[src/hw/pm_msg_pkg.sv]
// Shared message layout and constants for the power-management message link
package pm_msg_pkg;
	localparam int PAYLOAD_W   = 128;
	localparam int OPCODE_W    = 4;
	localparam int PARAM_W     = 4;
	localparam int AGENT_W     = 7;
	localparam int CREDIT_W    = 8;
	localparam int REV_W       = 8;
	// Credit-return payload fields
	localparam int CREDIT_LSB  = 0;
	localparam int AGENT_LSB   = 8;
	// Agent-information payload fields
	localparam int REV_LSB     = 0;
	localparam logic [PARAM_W-1:0] PARAM_INDEX_REV = 4'h0;
	// Message kinds
	localparam logic [OPCODE_W-1:0] OP_CREDIT_RETURN = 4'h1;
	localparam logic [OPCODE_W-1:0] OP_AGENT_INFORMATION_MESSAGE    = 4'h2;
	localparam logic [OPCODE_W-1:0] OP_GENERIC       = 4'h3;
	// Clock and credit timing
	localparam int CLK_PERIOD_NS     = 40;
	localparam int CREDIT_HOLD_MAX_NS = 10000;
	localparam int CREDIT_HOLD_CYCLES = CREDIT_HOLD_MAX_NS / CLK_PERIOD_NS;
	localparam logic [CREDIT_W-1:0] CREDIT_MAX = 8'hff;
	localparam logic [CREDIT_W-1:0] CREDIT_ONE = 8'h01;
	localparam logic [CREDIT_W-1:0] CREDIT_ZERO = 8'h00;
	localparam logic [AGENT_W-1:0]  AGENT_RSVD = 7'h00;

	typedef struct packed {
		logic [OPCODE_W-1:0]  opcode;
		logic [PARAM_W-1:0]   paramIndex;
		logic [PAYLOAD_W-1:0] payload;
	} pm_msg_t;

	function automatic pm_msg_t make_credit_msg(input logic [CREDIT_W-1:0] credits,
		input logic [AGENT_W-1:0] agent);
		pm_msg_t m;
		m = '0;
		m.opcode = OP_CREDIT_RETURN;
		m.payload[CREDIT_LSB +: CREDIT_W] = credits;
		m.payload[AGENT_LSB +: AGENT_W] = agent;
		return m;
	endfunction

	function automatic pm_msg_t make_info_msg(input logic [REV_W-1:0] rev);
		pm_msg_t m;
		m = '0;
		m.opcode = OP_AGENT_INFORMATION_MESSAGE;
		m.paramIndex = PARAM_INDEX_REV;
		m.payload[REV_LSB +: REV_W] = rev;
		return m;
	endfunction

	function automatic logic [CREDIT_W-1:0] sat_add(input logic [CREDIT_W-1:0] a,
		input logic [CREDIT_W-1:0] b);
		logic [CREDIT_W:0] s;
		s = {1'b0, a} + {1'b0, b};
		return s[CREDIT_W] ? CREDIT_MAX : s[CREDIT_W-1:0];
	endfunction
endpackage

[src/hw/pm_msg_if.sv]
// Message link between host power controller and device
`timescale 1ns/1ps
interface pm_msg_if;
	import pm_msg_pkg::*;
	logic    hostToDeviceValid;
	pm_msg_t hostToDeviceMsg;
	logic    deviceToHostValid;
	pm_msg_t deviceToHostMsg;

	modport device (
		input  hostToDeviceValid,
		input  hostToDeviceMsg,
		output deviceToHostValid,
		output deviceToHostMsg
	);
	modport host (
		output hostToDeviceValid,
		output hostToDeviceMsg,
		input  deviceToHostValid,
		input  deviceToHostMsg
	);
endinterface

[src/hw/pm_msg_device.sv]
// Device end of the power-management message link
// Behaviour
// Credit returns always accepted, no dependencies
// Credit returns consume no transmit credit
// Returned count equals free receive slots
// Adopt agent identifier from first message
// No device messages before first credit
// Receive buffer holds full 128-bit messages
// After credits, await host agent_information_message request
// Reply agent_information_message with own revision
// Host handles revision mismatch its way
// Return freed credits well within 10us
// Host never exceeds granted credits
// Credit count 7:0, agent 14:8 reserved
// Agent_information_message index 0 carries revision 7:0
// Saturating transmit credits, block at zero
`timescale 1ns/1ps
module pm_msg_device #(
	parameter int                          RX_DEPTH = 2,
	parameter logic [pm_msg_pkg::REV_W-1:0] REVISION = 8'h01
) (
	input  wire logic                           ref_clk,
	input  wire logic                           srst,
	pm_msg_if.device                            link,
	input  wire logic                           userTxValid,
	input  wire logic [pm_msg_pkg::PAYLOAD_W-1:0] userTxPayload,
	output logic                                userTxReady,
	output logic                                userRxValid,
	output pm_msg_pkg::pm_msg_t                 userRxMsg,
	input  wire logic                           userRxReady,
	output logic                                linkReady,
	output logic [pm_msg_pkg::AGENT_W-1:0]      agentId,
	output logic [pm_msg_pkg::REV_W-1:0]        hostRevision
);
	import pm_msg_pkg::*;

	typedef enum logic [1:0] {
		ST_WAIT_CREDIT = 2'b00,
		ST_WAIT_INFO   = 2'b01,
		ST_SEND_INFO   = 2'b10,
		ST_RUN         = 2'b11
	} dev_state_t;

	localparam int PTR_W = $clog2(RX_DEPTH);
	localparam logic [CREDIT_W-1:0] RX_CREDITS = CREDIT_W'(RX_DEPTH);

	dev_state_t             state_reg, state_next;
	logic [CREDIT_W-1:0]    txCredit_reg, txCredit_next;
	logic [CREDIT_W-1:0]    owed_reg, owed_next;
	logic                   agentKnown_reg, agentKnown_next;
	logic [AGENT_W-1:0]     agent_reg, agent_next;
	logic [REV_W-1:0]       hostRev_reg, hostRev_next;
	logic                   infoPending_reg, infoPending_next;
	logic                   outValid_reg, outValid_next;
	pm_msg_t                outMsg_reg, outMsg_next;
	logic                   rxValid_reg, rxValid_next;
	pm_msg_t                rxMsg_reg, rxMsg_next;
	logic                   txReady_reg, txReady_next;
	logic                   linkReady_reg, linkReady_next;
	pm_msg_t                rxMem [RX_DEPTH];
	logic [PTR_W:0]         wrPtr_reg, wrPtr_next, rdPtr_reg, rdPtr_next;

	logic    inValid;
	pm_msg_t inMsg;
	logic    isCredit, isInfo, isGeneric, bufPush, bufPop, bufEmpty;

	assign inValid   = link.hostToDeviceValid;
	assign inMsg     = link.hostToDeviceMsg;
	assign isCredit  = inValid && inMsg.opcode == OP_CREDIT_RETURN;
	assign isInfo    = inValid && inMsg.opcode == OP_AGENT_INFORMATION_MESSAGE;
	assign isGeneric = inValid && !isCredit && !isInfo;
	// Host never overruns granted slots, so no overflow check here
	assign bufPush   = isGeneric;
	assign bufEmpty  = wrPtr_reg == rdPtr_reg;
	assign bufPop    = !bufEmpty && (!rxValid_reg || userRxReady);

	always_comb begin
		state_next       = state_reg;
		txCredit_next    = txCredit_reg;
		owed_next        = owed_reg;
		agentKnown_next  = agentKnown_reg;
		agent_next       = agent_reg;
		hostRev_next     = hostRev_reg;
		infoPending_next = infoPending_reg;
		outValid_next    = 1'b0;
		outMsg_next      = outMsg_reg;
		wrPtr_next       = wrPtr_reg;
		rdPtr_next       = rdPtr_reg;
		rxValid_next     = rxValid_reg;
		rxMsg_next       = rxMsg_reg;

		// First host message of any kind names us
		if (inValid && !agentKnown_reg) begin
			agentKnown_next = 1'b1;
			agent_next      = inMsg.payload[AGENT_LSB +: AGENT_W];
		end
		// Credits accepted in every state, no other message needed
		if (isCredit)
			txCredit_next = sat_add(txCredit_reg, inMsg.payload[CREDIT_LSB +: CREDIT_W]);
		if (isInfo) begin
			// Reserved unless index 0
			if (inMsg.paramIndex == PARAM_INDEX_REV)
				hostRev_next = inMsg.payload[REV_LSB +: REV_W];
			infoPending_next = 1'b1;
			// Info request slot is freed at once
			owed_next = sat_add(owed_next, CREDIT_ONE);
		end

		if (bufPush)
			wrPtr_next = wrPtr_reg + 1'b1;
		if (rxValid_reg && userRxReady)
			rxValid_next = 1'b0;
		if (bufPop) begin
			rxMsg_next   = rxMem[rdPtr_reg[PTR_W-1:0]];
			rxValid_next = 1'b1;
			rdPtr_next   = rdPtr_reg + 1'b1;
			// Slot freed, credit owed back to the host
			owed_next = sat_add(owed_next, CREDIT_ONE);
		end

		case (state_reg)
			ST_WAIT_CREDIT: begin
				// Hold off all device messages until the first host credit
				if (isCredit) begin
					state_next = ST_WAIT_INFO;
					owed_next  = RX_CREDITS;
				end
			end
			ST_WAIT_INFO: begin
				if (infoPending_reg || isInfo)
					state_next = ST_SEND_INFO;
			end
			ST_SEND_INFO: begin
				state_next = ST_RUN;
			end
			ST_RUN: begin
			end
			default: state_next = ST_WAIT_CREDIT;
		endcase

		// One message per cycle; credit return first, it needs no credit
		if (state_reg != ST_WAIT_CREDIT && owed_reg != CREDIT_ZERO) begin
			outValid_next = 1'b1;
			// Count is exactly the slots freed; agent field reserved
			outMsg_next   = make_credit_msg(owed_reg, AGENT_RSVD);
			owed_next     = owed_next - owed_reg;
		end else if ((state_reg == ST_SEND_INFO || state_reg == ST_RUN) && infoPending_reg
			&& txCredit_reg != CREDIT_ZERO) begin
			outValid_next    = 1'b1;
			outMsg_next      = make_info_msg(REVISION);
			infoPending_next = isInfo;
			txCredit_next    = txCredit_next - CREDIT_ONE;
		end else if (state_reg == ST_RUN && userTxValid && txReady_reg) begin
			outValid_next        = 1'b1;
			outMsg_next          = '0;
			outMsg_next.opcode   = OP_GENERIC;
			outMsg_next.payload  = userTxPayload;
			txCredit_next        = txCredit_next - CREDIT_ONE;
		end
	end

	// Ready only when a credit is held and no higher-priority send waits
	assign txReady_next = state_next == ST_RUN && txCredit_next != CREDIT_ZERO
		&& owed_next == CREDIT_ZERO && !infoPending_next;
	assign linkReady_next = state_next == ST_RUN;

	always_ff @(posedge ref_clk) begin
		if (bufPush)
			rxMem[wrPtr_reg[PTR_W-1:0]] <= inMsg; // Full 136-bit message entries, 128-bit payload
		if (srst) begin
			state_reg       <= ST_WAIT_CREDIT;
			txCredit_reg    <= CREDIT_ZERO;
			owed_reg        <= CREDIT_ZERO;
			agentKnown_reg  <= 1'b0;
			agent_reg       <= AGENT_RSVD;
			hostRev_reg     <= '0;
			infoPending_reg <= 1'b0;
			outValid_reg    <= 1'b0;
			outMsg_reg      <= '0;
			rxValid_reg     <= 1'b0;
			rxMsg_reg       <= '0;
			txReady_reg     <= 1'b0;
			linkReady_reg   <= 1'b0;
			wrPtr_reg       <= '0;
			rdPtr_reg       <= '0;
		end else begin
			state_reg       <= state_next;
			txCredit_reg    <= txCredit_next;
			owed_reg        <= owed_next;
			agentKnown_reg  <= agentKnown_next;
			agent_reg       <= agent_next;
			hostRev_reg     <= hostRev_next;
			infoPending_reg <= infoPending_next;
			outValid_reg    <= outValid_next;
			outMsg_reg      <= outMsg_next;
			rxValid_reg     <= rxValid_next;
			rxMsg_reg       <= rxMsg_next;
			txReady_reg     <= txReady_next;
			linkReady_reg   <= linkReady_next;
			wrPtr_reg       <= wrPtr_next;
			rdPtr_reg       <= rdPtr_next;
		end
	end

	assign link.deviceToHostValid = outValid_reg;
	assign link.deviceToHostMsg   = outMsg_reg;
	assign userTxReady  = txReady_reg;
	assign userRxValid  = rxValid_reg;
	assign userRxMsg    = rxMsg_reg;
	assign linkReady    = linkReady_reg;
	assign agentId      = agent_reg;
	assign hostRevision = hostRev_reg;
endmodule

[src/flat_wrapper.sv]
// flat-port wrapper written by rule: the top's interface ports become plain ports
module pm_msg_device_flat import pm_msg_pkg::*;
#(
	parameter int                          RX_DEPTH = 2,
	parameter logic [pm_msg_pkg::REV_W-1:0] REVISION = 8'h01
)
  (ref_clk, srst, userTxValid, userTxPayload, userTxReady, userRxValid, userRxMsg, userRxReady, linkReady, agentId, hostRevision, link_hostToDeviceValid, link_hostToDeviceMsg, link_deviceToHostValid, link_deviceToHostMsg);
  pm_msg_if link_i ();
  input  wire logic ref_clk;
  input  wire logic srst;
  input  wire logic userTxValid;
  input  wire logic [pm_msg_pkg::PAYLOAD_W-1:0] userTxPayload;
  output logic userTxReady;
  output logic userRxValid;
  output pm_msg_pkg::pm_msg_t userRxMsg;
  input  wire logic userRxReady;
  output logic linkReady;
  output logic [pm_msg_pkg::AGENT_W-1:0] agentId;
  output logic [pm_msg_pkg::REV_W-1:0] hostRevision;
  input wire logic [$bits(link_i.hostToDeviceValid)-1:0] link_hostToDeviceValid;
  input wire logic [$bits(link_i.hostToDeviceMsg)-1:0] link_hostToDeviceMsg;
  output wire logic [$bits(link_i.deviceToHostValid)-1:0] link_deviceToHostValid;
  output wire logic [$bits(link_i.deviceToHostMsg)-1:0] link_deviceToHostMsg;
  assign link_i.hostToDeviceValid = link_hostToDeviceValid;
  assign link_i.hostToDeviceMsg = link_hostToDeviceMsg;
  assign link_deviceToHostValid = link_i.deviceToHostValid;
  assign link_deviceToHostMsg = link_i.deviceToHostMsg;
  pm_msg_device #(.RX_DEPTH(RX_DEPTH), .REVISION(REVISION)) u_core (.ref_clk(ref_clk), .srst(srst), .link(link_i), .userTxValid(userTxValid), .userTxPayload(userTxPayload), .userTxReady(userTxReady), .userRxValid(userRxValid), .userRxMsg(userRxMsg), .userRxReady(userRxReady), .linkReady(linkReady), .agentId(agentId), .hostRevision(hostRevision));
endmodule
[config.mk]
export PLATFORM = sky130hd
export DESIGN_NAME = pm_msg_device_flat
export DESIGN_NICKNAME = d
export VERILOG_FILES = /design/src/hw/pm_msg_pkg.sv /design/src/hw/pm_msg_if.sv /design/src/hw/pm_msg_device.sv /design/src/flat_wrapper.sv
export SDC_FILE = /design/constraint.sdc
export NUM_CORES = 1
export LEC_CHECK = 0
export ABC_AREA = 1
export BUFFER_PORTS_ARGS = -buffer_cell sky130_fd_sc_hd__buf_2
export CELL_PAD_IN_SITES_DETAIL_PLACEMENT = 2
export CELL_PAD_IN_SITES_GLOBAL_PLACEMENT = 2
export CORE_ASPECT_RATIO = 1.5
export CORE_UTILIZATION = 32
export DETAILED_ROUTE_END_ITERATION = 8
export PLACE_DENSITY = 0.87
export RECOVER_POWER = 25
export SLEW_MARGIN = 20
export SYNTH_ARGS = -nofsm -noshare
export SYNTH_HDL_FRONTEND = slang
export SYNTH_SLANG_ARGS = --single-unit
[constraint.sdc]
create_clock -name ref_clk -period 10.35 [get_ports ref_clk]
set_input_delay 2.07 -clock ref_clk [delete_from_list [all_inputs] [get_ports ref_clk]]
set_output_delay 2.07 -clock ref_clk [all_outputs]
set_load 0.1 [all_outputs]
==> key figures <==
Critical path
  – WS Path Type: in -> reg
  – Worst R2R Setup Slack: 5.37 ns
  – WP data arrival: 6.97 ns
  – CP max FO: 77
  – Slowest cell on the critical path: clkinvlp_2
  – Slowest Stage Delay on Critical Path: 2.28 ns
  – Required @ worst endpoint: 10.78 ns
  – Reg2Reg Depth: 23
  – Nature of the critical path startpoint: primary input
  – Crit path capture type: flop
  – CP Cell Sequence: clkbuf_1 > clkinvlp_2 > buf_4 > buf_16 > o21ai_0 > a31oi_1

Timing
  – Setup TNS: 0 ns
  – Slew @ Worst Pin: 2.17 ns
  – Max Freq: 153 MHz
  – Worst clock skew: 0.0251 ns
  – Final setup violation count: 0
  – Max-slew violations: 89
  – RSZ-0062 raised after global routing: false
  – Final min period: 6.54 ns
  – Hold Vio Cnt, Final: 0
  – Final period util: 63.2%
  – Relative slew slack: -45.1%

Floorplan
  – Chip Height: 319 µm
  – Rows: 116
  – DIE AREA: 68200 µm²
  – Number of I/O pins: 560
  – Initial core utilization: 32.2%
  – Core area: 66600 µm²
  – Die Wd: 214 µm

Synthesis
  – Top FF cell, synth: dfxtp_1
  – Number of synthesized flops with an enable pin: 272
  – Top cells by area, synth: edfxtp_1 (38%), dfxtp_1 (29%), nand2_1 (11%)
  – Share of the synthesized area in the top cell type: 38.0%
  – YS warnings: 0
  – FFs w/ async S/R, synth: 0%
  – Synthesized area per cell: 10.1 µm²
  – Synth area leader: edfxtp_1
  – Synth top cells by count: nand2_1 (647), dfxtp_1 (309), edfxtp_1 (272), o21ai_0 (163), a21oi_1 (152)
  – Mapped Cells: 2118
  – Most common cell in the netlist: nand2_1
  – Synth cell types: 43
  – Sequential fraction of the synthesis area: 66.8%
  – Yosys reg bits: 581
  – Synth Cell Area: 21500 µm²

Global routing
  – Initial antenna violation count: 19
  – Gr ovfl total: 0
  – GRT Overall Usage: 23.0%
  – Number of global-route vias before repair: 20200
  – First-pass GRT wire length: 119000 µm
  – Largest net degree at the start of global routing: 104

Routing
  – Via density: 5.04
  – Final WL: 80900 µm
  – DRC violations left: 0
  – First-iteration detailed-routing DRC count: 740
  – DRT Pass-1 Iters: 5
  – Remaining antenna violation count after routing: 0
  – Vias: 18000
  – WL/cell: 22.7 µm

Pwr
  – Static Leakage: 10.9 nW
  – Cell area power density: 281 nW/µm²
  – Power, Total: 7.52 mW
  – Worst IR drop on VDD: 174 µV

Layout
  – Design area: 26800 µm²
  – Nets: 2913
  – Area Growth Syn to Fin: 24.7%
  – Number of flip-flops under the largest register name: 272
  – Fillers: 7183
  – Share of cells above drive strength 1: 22.1%

Clock network
  – # H-tree levels: 2
  – Reg clk slew, reported paths: 0.07 ns
  – # Post-CTS Setup Buffers: 0
  – Clk root buf: clkbuf_16
  – CTS tree: done
  – Post_cts resized: 0
  – Post-cts hold buffer count: 0
  – CTS sink count: 581
  – CTS Buf Count: 56
  – Clock Path Buffers: 3
  – Clk_lat worst skew: 0.63 ns

Place
  – Placed cell area: 25000 µm²
  – Port buffer count: 553
  – HPWL after DPL: 56000 µm
  – Gpl congestion: 0.835

Min path
  – Hold Path Cell Cnt: 2
  – Hold WC Path Type: reg -> reg

Run status
  – Status: finished with violations
  – Violated checks: max-capacitance violations, max-slew violations

Job
  – # Max-Cap Violations: 2
[metal layers]
metal,vias up,part of all wire (%),GRT usage (%)
li1,8253,-,-
met3,147,8.5,8.06
met2,616,52,42.6
met5,-,0.13,0
met1,8962,35,22.7
met4,16,3.9,9.35
[cell usage in the layout, fill, tap and decap left out, types with 5 or more instances in the layout]
master	n
ha_1	18
nand2_1	647
nand4_1	9
xnor2_1	6
clkinv_2	11
nor2_4	7
edfxtp_1	272
o21ai_0	163
inv_1	67
nand3_1	40
a31oi_1	139
nor2_1	84
clkbuf_16	57
a221oi_1	6
buf_2	441
inv_2	5
a21oi_1	152
buf_4	17
or2_2	5
clkbuf_1	124
dfxtp_1	308
clkbuf_8	8
clkinv_1	6
nand3b_1	6
nand3_2	6
nor2_2	5
nand2_2	8
conb_1	6
diode_2	12
o21ai_1	6
[critical path: cells and delay by family]
family | cells | cell delay (ns)
buf+inv | 4 | 4.52
compound gates | 2 | 0.30
[cells by family (layout without fill, tap and decap cells)]
family,Yosys count,count (layout),synth area share [%]
buf+inv,205,752,3.81
flops,581,581,66.8
other cells,1,18,0.0175
fa+ha+maj,20,20,1.23
compound gates,480,480,12.3
xor+xnor,8,8,0.326
simple gates,823,823,15.5
[final cells by class]
class | count | area, µm² | area share (%)
diodes | 12 | 30.0 | 0.112
repair buffers | 571 | 2780 | 10.4
clock inverters | 26 | 285 | 1.06
well taps | 885 | 1110 | 4.13
flip-flops and latches | 581 | 14400 | 53.6
inverters | 77 | 294 | 1.10
clock buffers | 78 | 1590 | 5.92
multi-input cells | 1337 | 6350 | 23.7
[report_power, final]
| part | total [mW] | switching [mW] | internal, mW |
|---|---|---|---|
| clock | 2.10 | 0.925 | 1.18 |
| combinational | 2.55 | 2.19 | 0.369 |
| sequential | 2.86 | 0.180 | 2.68 |
[path summary, 6_finish.rpt]
check                                                     start                         endpoint
worst max-delay path                                       srst             u_core.userRxMsg[45]
worst min-delay path            u_core.link.deviceToHostMsg[72]  u_core.link.deviceToHostMsg[72]
worst max register to register              u_core.rdPtr_reg[0]               u_core.userTxReady
worst min register to register  u_core.link.deviceToHostMsg[72]  u_core.link.deviceToHostMsg[72]
[metrics by stage]
step	hold slack [ns]	utilization [%]	setup slack (ns)	cells
after floorplan	0.439	-	1.20	2123
after global placement	0.445	37.5	4.83	3450
after detailed placement	0.453	37.5	4.71	3450
after CTS	0.463	40.4	5.23	3554
after global routing	0.483	40.2	3.39	3563
final	0.461	40.2	3.81	3567
(Power assumes the default switching activity.)
